==> src/lsi_pkg.sv <==
package lsi_pkg;

  // ---------------------------------------------------------------
  // Clock and indicator timing
  // ---------------------------------------------------------------
  localparam int unsigned CLK_HZ = 100_000_000;
  localparam int unsigned CYC_PER_MS = CLK_HZ / 1000;
  localparam int unsigned SLOW_HALF_MS = 500;
  localparam int unsigned FAST_HALF_MS = 125;
  localparam int unsigned FLASH_MS = 30;
  localparam int unsigned SLOW_HALF_CYC = SLOW_HALF_MS * CYC_PER_MS;
  localparam int unsigned FAST_HALF_CYC = FAST_HALF_MS * CYC_PER_MS;
  localparam int unsigned FLASH_CYC = FLASH_MS * CYC_PER_MS;
  localparam int unsigned CHANNELS = 1;

  // ---------------------------------------------------------------
  // Register map, byte offsets on haddr[7:0]
  // ---------------------------------------------------------------
  localparam logic [7:0] CTRL_OFS = 8'h00;
  localparam logic [7:0] OVR_OFS = 8'h04;
  localparam logic [7:0] STAT_OFS = 8'h08;
  localparam int unsigned CTRL_RUN_BIT = 0;
  localparam int unsigned CTRL_RESTART_BIT = 1;
  localparam logic [31:0] CTRL_MASK = 32'h0000_0003;
  localparam logic [31:0] CTRL_READ_MASK = 32'h0000_0001;
  localparam logic [31:0] CTRL_RST = 32'h0000_0000;
  localparam logic [31:0] OVR_MASK = 32'h0000_1f1f;
  localparam logic [31:0] OVR_RST = 32'h0000_0000;

  // Light patterns of one dual-colour LED
  typedef enum logic [2:0] {
    PAT_OFF, PAT_FLASH, PAT_SLOW, PAT_FAST, PAT_ON, PAT_SWAVER, PAT_FWAVER
  } lsi_pattern_t;

  // Script override word; sel picks the second colour for one-colour patterns
  typedef struct packed {
    logic [18:0] rsvd_hi;
    logic t_sel;
    logic [2:0] t_pat;
    logic t_en;
    logic [2:0] rsvd_lo;
    logic p_sel;
    logic [2:0] p_pat;
    logic p_en;
  } lsi_ovr_t;

  // Device-wide condition levels
  typedef struct packed {
    logic usb_configured;
    logic fw_cfg_error;
    logic low_power;
    logic fw_update;
    logic script_running;
  } lsi_status_t;

endpackage

==> src/lsi_led_status.sv <==
`timescale 1ns/1ps
// How it works
// - Off pattern drives neither colour of the LED.
// - Flash lights the LED briefly per event; close events merge.
// - Slow blink toggles lit and dark with equal halves.
// - Fast blink toggles with equal halves, quicker than slow blink.
// - Steady on keeps the chosen colour lit continuously.
// - Slow waver swaps between both colours at slow blink timing.
// - Fast waver swaps between both colours at fast blink timing.
// - Running lights each colour alone: power green, yellow, traffic yellow, red.
// - Power LED green/yellow plus one yellow/red traffic LED per channel.
// - Device-wide errors drive all red traffic colours together in step.
// - Configured and healthy interface mode holds power LED steady green.
// - Before USB configuration, power slow-blinks yellow, traffic stays off.
// - Config error wavers both LEDs; low power wavers power, blinks traffic yellow.
// - Idle traffic off; yellow flash per message, red flash per error frame.
// - Firmware update fast-blinks all traffic LEDs yellow.
// - Error passive fast-blinks that channel's traffic LED red.
// - Overrun lights red steadily, latched until the channel goes bus-off.
// - No script indication by default; running script may override any LED.
module lsi_led_status #(
  parameter int unsigned CH = lsi_pkg::CHANNELS,
  parameter int unsigned SLOW_HALF = lsi_pkg::SLOW_HALF_CYC,
  parameter int unsigned FAST_HALF = lsi_pkg::FAST_HALF_CYC,
  parameter int unsigned FLASH_LEN = lsi_pkg::FLASH_CYC
) (
  input wire logic hclk, // System clock
  input wire logic hresetn, // Async reset, active low
  input wire logic hsel, // Slave select
  input wire logic [31:0] haddr, // Byte address
  input wire logic [1:0] htrans, // Transfer type
  input wire logic hwrite, // Write when high
  input wire logic [2:0] hsize, // Transfer size
  input wire logic [31:0] hwdata, // Write data
  input wire logic hready, // Bus ready
  output logic hreadyout, // Slave ready
  output logic hresp, // Always OKAY
  output logic [31:0] hrdata, // Read data
  input wire lsi_pkg::lsi_status_t status, // Device-wide levels
  input wire logic [CH-1:0] can_msg, // Message sent or received pulse
  input wire logic [CH-1:0] can_err_frame, // Error frame received pulse
  input wire logic [CH-1:0] can_err_passive, // Error passive level
  input wire logic [CH-1:0] can_overrun, // Receive overrun pulse
  input wire logic [CH-1:0] can_bus_off, // Bus-off level
  output logic power_indicator_green, // Power LED green
  output logic power_indicator_yellow, // Power LED yellow
  output logic [CH-1:0] traffic_yellow, // Traffic LED yellow
  output logic [CH-1:0] traffic_red // Traffic LED red
);

  localparam int unsigned RUN_LEN = 2 + 2 * CH;
  localparam int unsigned RUN_W = $clog2(RUN_LEN);

  // ---------------------------------------------------------------
  // Pattern decode
  // ---------------------------------------------------------------
  // Returns {second, first} colour drive for one dual-colour LED
  function automatic logic [1:0] pat_drive(input lsi_pkg::lsi_pattern_t pat, input logic sel,
                                           input logic slow, input logic fast, input logic flash);
    logic on;
    logic [1:0] res;
    on = 1'b0;
    res = 2'b00;
    unique case (pat)
      lsi_pkg::PAT_OFF: on = 1'b0;
      lsi_pkg::PAT_FLASH: on = flash;
      lsi_pkg::PAT_SLOW: on = slow;
      lsi_pkg::PAT_FAST: on = fast;
      lsi_pkg::PAT_ON: on = 1'b1;
      lsi_pkg::PAT_SWAVER: res = slow ? 2'b01 : 2'b10;
      lsi_pkg::PAT_FWAVER: res = fast ? 2'b01 : 2'b10;
      default: on = 1'b0;
    endcase
    if (on) begin
      res = sel ? 2'b10 : 2'b01;
    end
    return res;
  endfunction

  // ---------------------------------------------------------------
  // Bus slave state
  // ---------------------------------------------------------------
  logic dp_wr_reg, dp_wr_next;
  logic [7:0] addr_reg, addr_next;
  logic [31:0] ctrl_reg, ctrl_next;
  lsi_pkg::lsi_ovr_t ovr_reg, ovr_next;
  logic [31:0] hrdata_reg, hrdata_next;
  logic [31:0] stat_word;
  logic addr_phase;

  // Timing and channel state
  logic [31:0] slow_cnt_reg, slow_cnt_next;
  logic [31:0] fast_cnt_reg, fast_cnt_next;
  logic slow_ph_reg, slow_ph_next;
  logic fast_ph_reg, fast_ph_next;
  logic slow_wrap;
  logic [RUN_W-1:0] run_idx_reg, run_idx_next;
  logic [CH-1:0][31:0] yfl_cnt_reg, yfl_cnt_next;
  logic [CH-1:0][31:0] rfl_cnt_reg, rfl_cnt_next;
  logic [CH-1:0] ovr_lat_reg, ovr_lat_next;

  // Indicator outputs
  logic [1:0] pled_reg, pled_next;
  logic [CH-1:0][1:0] trf_reg, trf_next;

  // ---------------------------------------------------------------
  // AHB-Lite register access
  // ---------------------------------------------------------------
  // Zero wait states; reads use the post-write values so a read right after a write sees it
  always_comb begin
    addr_phase = hsel && htrans[1] && hready;
    dp_wr_next = addr_phase && hwrite;
    addr_next = addr_phase ? haddr[7:0] : addr_reg;
    ctrl_next = ctrl_reg;
    ctrl_next[lsi_pkg::CTRL_RESTART_BIT] = 1'b0;
    ovr_next = ovr_reg;
    if (dp_wr_reg && addr_reg == lsi_pkg::CTRL_OFS) begin
      ctrl_next = hwdata & lsi_pkg::CTRL_MASK;
    end
    if (dp_wr_reg && addr_reg == lsi_pkg::OVR_OFS) begin
      ovr_next = hwdata & lsi_pkg::OVR_MASK;
    end
    stat_word = 32'h0000_0000;
    stat_word[1:0] = pled_reg;
    for (int c = 0; c < CH; c++) begin
      stat_word[2 + 2 * c +: 2] = trf_reg[c];
      stat_word[16 + c] = ovr_lat_reg[c];
    end
    hrdata_next = hrdata_reg;
    if (addr_phase && !hwrite) begin
      unique case (haddr[7:0])
        lsi_pkg::CTRL_OFS: hrdata_next = ctrl_next & lsi_pkg::CTRL_READ_MASK;
        lsi_pkg::OVR_OFS: hrdata_next = ovr_next;
        lsi_pkg::STAT_OFS: hrdata_next = stat_word;
        default: hrdata_next = 32'h0000_0000;
      endcase
    end
  end

  // Bus registers
  always_ff @(posedge hclk or negedge hresetn) begin
    if (!hresetn) begin
      dp_wr_reg <= 1'b0;
      addr_reg <= 8'h00;
      ctrl_reg <= lsi_pkg::CTRL_RST;
      ovr_reg <= lsi_pkg::OVR_RST;
      hrdata_reg <= 32'h0000_0000;
    end else begin
      dp_wr_reg <= dp_wr_next;
      addr_reg <= addr_next;
      ctrl_reg <= ctrl_next;
      ovr_reg <= ovr_next;
      hrdata_reg <= hrdata_next;
    end
  end

  assign hreadyout = 1'b1;
  assign hresp = 1'b0;
  assign hrdata = hrdata_reg;

  // ---------------------------------------------------------------
  // Blink timebases and channel memory
  // ---------------------------------------------------------------
  // Both phases share one start so all LEDs in a pattern stay in step
  always_comb begin
    slow_wrap = slow_cnt_reg >= SLOW_HALF - 1;
    slow_cnt_next = slow_wrap ? 32'h0000_0000 : slow_cnt_reg + 32'h0000_0001;
    slow_ph_next = slow_wrap ? !slow_ph_reg : slow_ph_reg;
    fast_cnt_next = (fast_cnt_reg >= FAST_HALF - 1) ? 32'h0000_0000 : fast_cnt_reg + 32'h0000_0001;
    fast_ph_next = (fast_cnt_reg >= FAST_HALF - 1) ? !fast_ph_reg : fast_ph_reg;
    run_idx_next = run_idx_reg;
    if (slow_wrap) begin
      run_idx_next = (32'(run_idx_reg) == RUN_LEN - 1) ? '0 : run_idx_reg + RUN_W'(1);
    end
    if (ctrl_reg[lsi_pkg::CTRL_RESTART_BIT]) begin
      slow_cnt_next = 32'h0000_0000;
      fast_cnt_next = 32'h0000_0000;
      slow_ph_next = 1'b0;
      fast_ph_next = 1'b0;
      run_idx_next = '0;
    end
    for (int c = 0; c < CH; c++) begin
      // A new event reloads the stretch, so a burst merges into steady light
      yfl_cnt_next[c] = can_msg[c] ? FLASH_LEN : yfl_cnt_reg[c] - 32'(yfl_cnt_reg[c] != 0);
      rfl_cnt_next[c] = can_err_frame[c] ? FLASH_LEN : rfl_cnt_reg[c] - 32'(rfl_cnt_reg[c] != 0);
      // Set wins over bus-off release in the same cycle
      ovr_lat_next[c] = can_overrun[c] ? 1'b1 : (can_bus_off[c] ? 1'b0 : ovr_lat_reg[c]);
    end
  end

  // Timebase registers
  always_ff @(posedge hclk or negedge hresetn) begin
    if (!hresetn) begin
      slow_cnt_reg <= 32'h0000_0000;
      fast_cnt_reg <= 32'h0000_0000;
      slow_ph_reg <= 1'b0;
      fast_ph_reg <= 1'b0;
      run_idx_reg <= '0;
      yfl_cnt_reg <= '0;
      rfl_cnt_reg <= '0;
      ovr_lat_reg <= '0;
    end else begin
      slow_cnt_reg <= slow_cnt_next;
      fast_cnt_reg <= fast_cnt_next;
      slow_ph_reg <= slow_ph_next;
      fast_ph_reg <= fast_ph_next;
      run_idx_reg <= run_idx_next;
      yfl_cnt_reg <= yfl_cnt_next;
      rfl_cnt_reg <= rfl_cnt_next;
      ovr_lat_reg <= ovr_lat_next;
    end
  end

  // ---------------------------------------------------------------
  // Indicator selection
  // ---------------------------------------------------------------
  // Priority: running test, script override, then device conditions
  logic pled_ovr, trf_ovr, run_on;
  always_comb begin
    run_on = ctrl_reg[lsi_pkg::CTRL_RUN_BIT];
    pled_ovr = status.script_running && ovr_reg.p_en;
    trf_ovr = status.script_running && ovr_reg.t_en;
    if (status.fw_cfg_error || status.low_power) begin
      pled_next = pat_drive(lsi_pkg::PAT_SWAVER, 1'b0, slow_ph_reg, fast_ph_reg, 1'b0);
    end else if (!status.usb_configured) begin
      pled_next = pat_drive(lsi_pkg::PAT_SLOW, 1'b1, slow_ph_reg, fast_ph_reg, 1'b0);
    end else begin
      pled_next = pat_drive(lsi_pkg::PAT_ON, 1'b0, slow_ph_reg, fast_ph_reg, 1'b0);
    end
    if (pled_ovr) begin
      pled_next = pat_drive(lsi_pkg::lsi_pattern_t'(ovr_reg.p_pat), ovr_reg.p_sel, slow_ph_reg,
                            fast_ph_reg, slow_ph_reg);
    end
    if (run_on) begin
      pled_next = {run_idx_reg == RUN_W'(1), run_idx_reg == RUN_W'(0)};
    end
    for (int c = 0; c < CH; c++) begin
      // Each channel uses the shared phases, keeping all reds in step
      if (!status.usb_configured) begin
        trf_next[c] = 2'b00;
      end else if (status.fw_cfg_error) begin
        trf_next[c] = pat_drive(lsi_pkg::PAT_SWAVER, 1'b0, slow_ph_reg, fast_ph_reg, 1'b0);
      end else if (status.low_power) begin
        trf_next[c] = pat_drive(lsi_pkg::PAT_SLOW, 1'b0, slow_ph_reg, fast_ph_reg, 1'b0);
      end else if (status.fw_update) begin
        trf_next[c] = pat_drive(lsi_pkg::PAT_FAST, 1'b0, slow_ph_reg, fast_ph_reg, 1'b0);
      end else if (ovr_lat_reg[c]) begin
        trf_next[c] = pat_drive(lsi_pkg::PAT_ON, 1'b1, slow_ph_reg, fast_ph_reg, 1'b0);
      end else if (can_err_passive[c]) begin
        trf_next[c] = pat_drive(lsi_pkg::PAT_FAST, 1'b1, slow_ph_reg, fast_ph_reg, 1'b0);
      end else begin
        trf_next[c] = {rfl_cnt_reg[c] != 0, yfl_cnt_reg[c] != 0};
      end
      if (trf_ovr) begin
        trf_next[c] = pat_drive(lsi_pkg::lsi_pattern_t'(ovr_reg.t_pat), ovr_reg.t_sel, slow_ph_reg,
                                fast_ph_reg, yfl_cnt_reg[c] != 0);
      end
      if (run_on) begin
        trf_next[c] = {32'(run_idx_reg) == 3 + 2 * c, 32'(run_idx_reg) == 2 + 2 * c};
      end
    end
  end

  // Indicator registers
  always_ff @(posedge hclk or negedge hresetn) begin
    if (!hresetn) begin
      pled_reg <= 2'b00;
      trf_reg <= '0;
    end else begin
      pled_reg <= pled_next;
      trf_reg <= trf_next;
    end
  end

  // One colour pair per LED
  assign power_indicator_green = pled_reg[0];
  assign power_indicator_yellow = pled_reg[1];
  always_comb begin
    for (int c = 0; c < CH; c++) begin
      traffic_yellow[c] = trf_reg[c][0];
      traffic_red[c] = trf_reg[c][1];
    end
  end

  // ---------------------------------------------------------------
  // Checks
  // ---------------------------------------------------------------
  logic quiet;
  assign quiet = !run_on && !pled_ovr && !trf_ovr;

  property p_unconfigured;
    @(posedge hclk) disable iff (!hresetn)
      (!status.usb_configured && !status.fw_cfg_error && !status.low_power && quiet)
        |=> (traffic_yellow == '0 && traffic_red == '0 && !power_indicator_green
             && power_indicator_yellow == $past(slow_ph_reg));
  endproperty
  a_unconfigured: assert property (p_unconfigured) else $error("unconfigured pattern wrong");

  property p_healthy_green;
    @(posedge hclk) disable iff (!hresetn)
      (status.usb_configured && !status.fw_cfg_error && !status.low_power && quiet)
        |=> (power_indicator_green && !power_indicator_yellow);
  endproperty
  a_healthy_green: assert property (p_healthy_green) else $error("power not steady green");

  property p_waver;
    @(posedge hclk) disable iff (!hresetn)
      (status.fw_cfg_error && quiet) |=> (power_indicator_green == $past(slow_ph_reg)
                                          && power_indicator_yellow == !$past(slow_ph_reg));
  endproperty
  a_waver: assert property (p_waver) else $error("slow waver wrong");

  property p_red_together;
    @(posedge hclk) disable iff (!hresetn)
      (status.usb_configured && status.fw_cfg_error && quiet) |=> (traffic_red == {CH{!$past(slow_ph_reg)}});
  endproperty
  a_red_together: assert property (p_red_together) else $error("reds not in step");

  property p_slow_half;
    @(posedge hclk) disable iff (!hresetn)
      (slow_ph_reg != $past(slow_ph_reg) && !$past(ctrl_reg[lsi_pkg::CTRL_RESTART_BIT]))
        |-> ($past(slow_cnt_reg) == SLOW_HALF - 1);
  endproperty
  a_slow_half: assert property (p_slow_half) else $error("slow phase toggled early");

  property p_overrun_hold;
    @(posedge hclk) disable iff (!hresetn)
      (can_overrun[0] ##1 (!can_bus_off[0])[*2]) |-> ovr_lat_reg[0];
  endproperty
  a_overrun_hold: assert property (p_overrun_hold) else $error("overrun latch lost");

  property p_flash_load;
    @(posedge hclk) disable iff (!hresetn)
      can_msg[0] |=> (yfl_cnt_reg[0] == FLASH_LEN) ##1 ($past(can_msg[0]) || yfl_cnt_reg[0] == FLASH_LEN - 1);
  endproperty
  a_flash_load: assert property (p_flash_load) else $error("flash stretch wrong");

  property p_idle_flash;
    @(posedge hclk) disable iff (!hresetn)
      (status == 5'b10000 && !ovr_lat_reg[0] && !can_err_passive[0] && !run_on)
        |=> (traffic_yellow[0] == ($past(yfl_cnt_reg[0]) != 0) && traffic_red[0] == ($past(rfl_cnt_reg[0]) != 0));
  endproperty
  a_idle_flash: assert property (p_idle_flash) else $error("traffic flash wrong");

  property p_passive_fast;
    @(posedge hclk) disable iff (!hresetn)
      (status == 5'b10000 && !ovr_lat_reg[0] && can_err_passive[0] && !run_on)
        |=> (traffic_red[0] == $past(fast_ph_reg) && !traffic_yellow[0]);
  endproperty
  a_passive_fast: assert property (p_passive_fast) else $error("error passive blink wrong");

  property p_running_onehot;
    @(posedge hclk) disable iff (!hresetn)
      run_on |=> $onehot({traffic_red, traffic_yellow, power_indicator_yellow, power_indicator_green});
  endproperty
  a_running_onehot: assert property (p_running_onehot) else $error("running not one at a time");

  property p_fast_half;
    @(posedge hclk) disable iff (!hresetn)
      (fast_ph_reg != $past(fast_ph_reg) && !$past(ctrl_reg[lsi_pkg::CTRL_RESTART_BIT]))
        |-> ($past(fast_cnt_reg) == FAST_HALF - 1);
  endproperty
  a_fast_half: assert property (p_fast_half) else $error("fast phase toggled early");

  property p_low_power;
    @(posedge hclk) disable iff (!hresetn)
      (status.usb_configured && !status.fw_cfg_error && status.low_power && quiet)
        |=> (traffic_yellow == {CH{$past(slow_ph_reg)}} && traffic_red == '0
             && power_indicator_green == $past(slow_ph_reg));
  endproperty
  a_low_power: assert property (p_low_power) else $error("low power pattern wrong");

  property p_fw_update;
    @(posedge hclk) disable iff (!hresetn)
      (status.usb_configured && !status.fw_cfg_error && !status.low_power && status.fw_update && quiet)
        |=> (traffic_yellow == {CH{$past(fast_ph_reg)}} && traffic_red == '0);
  endproperty
  a_fw_update: assert property (p_fw_update) else $error("update blink wrong");

  property p_overrun_red;
    @(posedge hclk) disable iff (!hresetn)
      (status == 5'b10000 && ovr_lat_reg[0] && !run_on) |=> (traffic_red[0] && !traffic_yellow[0]);
  endproperty
  a_overrun_red: assert property (p_overrun_red) else $error("overrun not steady red");

endmodule

==> config.mk <==
export PLATFORM = sky130hd
export DESIGN_NAME = lsi_led_status
export DESIGN_NICKNAME = d
export VERILOG_FILES = /design/src/lsi_pkg.sv /design/src/lsi_led_status.sv
export SDC_FILE = /design/constraint.sdc
export NUM_CORES = 1
export LEC_CHECK = 0
export BUFFER_PORTS_ARGS = -buffer_cell sky130_fd_sc_hd__buf_2
export CORE_UTILIZATION = 26
export DETAILED_ROUTE_END_ITERATION = 8
export GPL_TIMING_DRIVEN = 0
export PLACE_DENSITY = 0.43
export RECOVER_POWER = 100
export SYNTH_ARGS = -nofsm -noshare
export SYNTH_HDL_FRONTEND = slang
export SYNTH_SLANG_ARGS = --single-unit
==> constraint.sdc <==
create_clock -name hclk -period 4.6 [get_ports hclk]
set_input_delay 0.46 -clock hclk [delete_from_list [all_inputs] [get_ports hclk]]
set_output_delay 0.46 -clock hclk [all_outputs]
set_load 0.1 [all_outputs]
==> qor.yml, run 1 <==
layout:
  multiInputGateArea_um2: 4050
  stdcell_area_um2: 11300
  drive_gt1_share_pct: 9.67
  fill_cells: 3675
  nets: 1106
  syn2layout_area_growth_pct: 17.6
  seqCellArea_um2: 5310
placed_design:
  portBuffers: 69
  dpl-instance-area_um2: 10600
  place_hpwl_mm: 14.7
  gp_congestion: 0.734
critical_path:
  cp.required_ps: 5060
  crit_chain: "or4_1 > or4b_1 > nor3_1 > inv_1 > ha_1 > ha_1 > nor3b_1 > nand2_1 > clkbuf_1 > nor2_1 > and3_1 > o21bai_1"
  slowest_delay_ps: 560
  reg2reg_from: "yfl_cnt_reg[26]$_DFF_PN0_"
  criticalPathCategory: "reg -> reg"
  crit_top_cell: "ha_1"
  worstPathArrival_ps: 4360
  worstSetupStartpoint: "yfl_cnt_reg[26]$_DFF_PN0_"
  cp_max_fo: 10
  start_kind: "register"
  critPathSlowestCell: "or4_1"
  crit_path_end_kind: "register"
synthesis:
  ys_types: 70
  yosys_warnings: 0
  async_reset_ff_share_pct: 100
  syn_area_um2: 9580
  ys.flop_type: "dfrtp_1"
  syn_avg_cell_area_um2: 10.6
  synth_edf_count: 0
  synthCells: 900
  ys_ff_latch: 212
  ys_seq_area_share_pct: 55.4
hold_path:
  hold_path_startpoint: "can_overrun"
  worstHoldPathType: "in -> reg"
timing:
  slew_viol_final: 105
  holdWs_ps: 125
  relSlewSlack_pct: -83.8
  hold_viol_final: 0
  fin_worst_skew_ps: 12.4
  rsz0062_at_grt: "no"
  setup_viol: 0
  worst_slew_pin_slew_ps: 2760
  fmax_mhz: 256
  timing.final.crit_share_pct: 84.8
  period_minus_slack_ps: 3900
flow_run:
  maxCapViolCount: 1
detailed_routing:
  viasPerCell: 4.52
  wl_met3_um: 933
  wl_per_cell_um: 14.7
  drc: 0
  vias: 6724
  wl_mm: 21.9
  drtIter0Drc: 315
  antenna_left: 0
  met2_length_mm: 9.77
  dr.pass1.iters: 6
  top_layer_used: "met4"
  wl_met1_mm: 10.8
pwr:
  power_density_nw_per_um2: 383
  peakVddDrop_mv: 0.237
  p_leak_nw: 4.54
  finalPower_mw: 4.32
floorplanning:
  ios: 122
  core_um2: 35900
  initial_core_util_pct: 26.7
  dieArea_um2: 37600
  die_h_um: 194
  rows: 69
  die_w_um: 194
cts:
  cts.sinks: 212
  cts_resized: 0
  cts_root_buffer: "clkbuf_16"
  ctsHoldBuffers: 0
  clkTransAtPathRegs_ps: 60
  htreeDepth: 1
  numCtsBuffers: 26
  clk_latency_ps: 520
  cts_tree: "built"
  cts_setup_buffers: 0
  ctsLongestPathBuffers: 3
global_routing:
  grt_max_degree: 109
  antenna_found_initial: 3
  grt_pass1_wl_mm: 37.0
  grt_overflow: 0
  grt_usage_pct: 11.9
  grt_pass1_vias: 6838
status:
  status: "finished with violations"
  violations: "max-capacitance violations, max-slew violations"
## synth_stat cells (3+ instances only)
library cell    n  share of area [%]
xor2_1         17                1.6
or3_1          12               0.78
nor2_1        124                4.9
ha_1           10                1.3
nor4_1         34                2.2
xnor2_1        73                6.7
nand2_1        51                2.0
a31oi_1         4               0.26
o21ai_0        15               0.78
nand3b_1        4               0.31
buf_2           3               0.16
and3_1          8               0.52
o31ai_1         3               0.24
or4_1           8               0.63
mux2i_1         3               0.31
mux2_2         25                2.9
nand4_1         9               0.59
dfrtp_1       212                 55
a22oi_1         4               0.31
nor3b_1         4               0.31
and4_1          3               0.27
clkbuf_1       28                1.1
nor3_1         49                2.6
and2_1         24                1.6
a21oi_1        12               0.63
a22o_1         28                2.6
or4_4           3               0.35
nor2b_1        11               0.72
nand2b_1       17                1.1
or2_2           4               0.26
inv_1          23               0.90
nand3_1        28                1.5
## kinds of logic (layout without fill, tap and decap cells)
kind of cell	after synthesis	count (layout)	synth area share [%]
simple gates	407	407	22.2
flops	212	212	55.4
compound gates	92	92	7.05
xor+xnor	90	90	8.23
buf+inv	59	169	2.51
mux	28	28	3.25
fa+ha+maj	10	10	1.31
other cells	2	19	0.0784
## layout make-up
cell class / instances / share of cell area (%)
Timing Repair Buffer: 70 / 2.90
Clock inverter: 5 / 0.355
Tap cell: 461 / 5.12
Antenna cell: 3 / 0.0666
Buffer: 36 / 1.34
Clock buffer: 35 / 6.43
Sequential cell: 212 / 47.1
Multi-Input combinational cell: 643 / 35.9
Inverter: 23 / 0.766
## path summary, 6_finish.rpt
kind,end,depth (start not counted),slack (ps)
setup reg to reg,yfl_cnt_reg[18]$_DFF_PN0_,12,700
min in group asynchronous,rfl_cnt_reg[18]$_DFF_PN0_,1,780
max in group asynchronous,hrdata[21]$_DFFE_PN0P_,1,2180
setup / recovery,yfl_cnt_reg[18]$_DFF_PN0_,12,700
hold reg to reg,ovr_reg[16]$_DFF_PN0_,1,490
hold / removal,ovr_lat_reg$_DFFE_PN0P_,2,120
## layer usage
layer	global-route usage, %	vias to the layer above
li1	-	3341
met1	16.6	3252
met2	19.1	102
met3	1.93	29
met4	2.91	0
met5	0	-
## layout by cell type (no fill, tap or decap), types with 4 or more instances in the layout
cell type,instances
nor3_1,50
clkbuf_8,4
clkbuf_1,74
mux2_1,8
nand3_1,28
conb_1,16
mux2_2,17
nor3b_1,4
xnor2_1,73
nor2_1,124
inv_1,23
and3_1,8
a21oi_1,12
xor2_1,17
nand2_1,51
a22o_1,28
or4_1,9
nand3b_1,4
buf_2,32
nand2b_1,17
or3_1,12
clkbuf_16,26
o21ai_0,16
and2_0,23
nor4_1,35
nand4_1,9
nor2b_1,11
ha_1,10
a31oi_1,4
a22oi_1,4
or2_2,4
dfrtp_1,212
## power breakdown
group          leakage, nW  total (mW)  switching (mW)  internal [mW]
logic                 1.40       0.451           0.306          0.145
clock network        0.378        1.85           0.764           1.09
registers             2.75        2.01          0.0692           1.94
total                 4.54        4.32            1.14           3.18
## critical path: cells and delay by family, from the launching register on
kind | cells | cell delay [ps]
fa+ha+maj | 2 | 510
buf+inv | 2 | 520
flops | 1 | 420
simple gates | 7 | 2260
compound gates | 1 | 110
## metrics by stage
step	worst slack [ps]	cells	utilization [%]	TNS, ps
2_1_floorplan	1410	914	-	0
3_3_place_gp	-970	1444	29.4	-201220
3_5_place_dp	797	1445	29.5	0
4_1_cts	774	1485	31.6	0
5_1_grt	381	1485	31.4	0
6_report	698	1488	31.4	0
No activity file was read; power rests on OpenSTA's default activity.
==> run 2: changes to the inputs <==
PLACE_DENSITY = 0.45   (was 0.43)
clock period = 3.15 ns   (was 4.6 ns; I/O delays follow)
==> run 2 against run 1 <==
Effect of this change: the run still ends with max-capacitance violations, max-slew violations left; clock skew grew 6.4 ps; worst hold slack lost 91 ps; sequential power grew 47%; routed wire length shrank 0.63%; sequential cell count is the same; clock-buffer cell count grew 3; critical path depth shrank 1; non-clock buffer count grew 24; sequential share of layout area shrank 1.7 points; largest cell class unchanged; largest power group is now the clock network.
==> qor.yml, run 2 (same netlist as run 1, synthesis figures left out) <==
detailed_routing:
  viasPerCell: 4.50
  antenna_left: 0
  wl_mm: 21.7
  wl_per_cell_um: 14.4
  vias: 6811
  drtIter0Drc: 303
  dr.pass1.iters: 4
  drc: 0
status:
  violations: "max-capacitance violations, max-slew violations"
  status: "finished with violations"
global_routing:
  grt_overflow: 0
  grt_pass1_wl_mm: 36.4
  antenna_found_initial: 4
  grt_pass1_vias: 6695
  grt_max_degree: 111
  grt_usage_pct: 11.7
layout:
  drive_gt1_share_pct: 14.5
  final_common_cell: "dfrtp_1"
  n_antenna_cell: 0
  fill_cells: 3672
  final_cell_count_no_fill: 1512
  syn2layout_area_growth_pct: 22.2
  final_cell_mix: "210 x dfrtp_1, 123 x nor2_1, 73 x xnor2_1"
  nets: 1129
  fin_util_pct: 32.6
flow_run:
  maxCapViolCount: 1
critical_path:
  worstSetupStartpoint: "rfl_cnt_reg[20]$_DFF_PN0_"
  criticalPathCategory: "reg -> reg"
  r2r_slack_ps: 90
  r2r_end: "rfl_cnt_reg[18]$_DFF_PN0_"
  reg2regPathDepth: 11
  cp_max_fo: 6
  crit_path_end_kind: "register"
  slowest_delay_ps: 550
  crit_end: "rfl_cnt_reg[18]$_DFF_PN0_"
  worstPathArrival_ps: 3440
  crit_chain: "or4_4 > or3_1 > buf_6 > nor4_4 > inv_1 > ha_2 > ha_4 > nand4_1 > clkbuf_8 > nor3_1 > or3b_2"
  start_kind: "register"
  critPathSlowestCell: "or4_4"
  reg2reg_from: "rfl_cnt_reg[20]$_DFF_PN0_"
  cp.required_ps: 3530
cts:
  clk_latency_ps: 520
  htreeDepth: 1
  cts_tree: "built"
  clkTransAtPathRegs_ps: 60
  cts.sinks: 212
  cts_root_buffer: "clkbuf_16"
  ctsLongestPathBuffers: 3
  numCtsBuffers: 25
floorplanning:
  die_h_um: 194
  rows: 69
  ios: 122
  die_w_um: 194
  dieArea_um2: 37600
  initial_core_util_pct: 26.7
  core_um2: 35900
timing:
  fin_worst_skew_ps: 18.9
  relSlewSlack_pct: -61.3
  period_minus_slack_ps: 3060
  final.setup.tns_ps: 0
  slew_viol_final: 103
  worst_slew_pin_slew_ps: 2420
  hold_viol_final: 0
  timing.final.crit_share_pct: 97.1
  fmax_mhz: 327
  setup_viol: 0
  rsz0062_at_grt: "yes"
placed_design:
  place_inst: 1445
  gp_congestion: 0.721
  portBuffers: 69
  place_hpwl_mm: 14.5
pwr:
  peakVddDrop_mv: 0.257
  power_density_nw_per_um2: 564
  finalPower_mw: 6.61
  p_leak_nw: 4.74
hold_path:
  worstHoldPathType: "in -> reg"
  min_path_cells: 3
[run 2: final cells by class]
class	instances	area (um2)	area share, %
Buffer	36	174	1.49
Clock buffer	38	744	6.36
Clock inverter	5	104	0.887
Inverter	23	86.3	0.737
Multi-Input combinational cell	643	4200	35.9
Sequential cell	212	5310	45.3
Tap cell	461	577	4.93
Timing Repair Buffer	94	515	4.40
[run 2: worst min path at each step]
stage	end	from	slack, ps
floorplan	addr_reg[0]$_DFFE_PN0P_	hresetn	20
global placement	hrdata[16]$_DFFE_PN0P_	hrdata[16]$_DFFE_PN0P_	460
detailed placement	slow_cnt_reg[14]$_DFF_PN0_	hresetn	430
CTS	dp_wr_reg$_DFF_PN0_	hwrite	20
global route	dp_wr_reg$_DFF_PN0_	hwrite	30
finish	dp_wr_reg$_DFF_PN0_	hwrite	30
[run 2: report_power, final]
part           internal (mW)  switching [mW]  total, mW
Combinational          0.238           0.453      0.691
Sequential              2.84           0.107       2.95
Clock                   1.86            1.11       2.97
[run 2: layer usage]
layer / global-route usage (%) / wire, um / share of wire [%] / vias to the layer above
met5: 0 / 0 / 0 / -
met4: 2.47 / 320 / 1.5 / 0
met2: 17.6 / 9440 / 43 / 102
li1: - / - / - / 3396
met1: 17.3 / 11100 / 51 / 3291
met3: 2.19 / 850 / 3.9 / 22
[run 2: worst max-delay path, delay by kind of cell, from the launching register on]
| family | cells | cell delay (ps) |
|---|---|---|
| adder cells (fa/ha/maj) | 2 | 380 |
| buffers and inverters | 3 | 380 |
| flip-flops | 1 | 400 |
| AND/OR/NAND/NOR | 6 | 1760 |
[run 2: per-stage QoR]
step	hold slack [ps]	setup WS, ps	area [um2]
global placement	458	-2220	10600
global route	25.7	-19.1	11700
CTS	15.2	-22.3	11600
detailed placement	431	-440	10600
finish	33.3	92.5	11700
floorplan	19.4	10.0	9640
[run 2: repair_timing]
action                     4_1_cts  5_1_grt
pin swaps                        3        9
resized for setup               13       23
setup buffers                    5       17
cloned                           0        0
setup endpoints to repair       25       22
hold endpoints to repair       103        0
hold buffers                     2        0
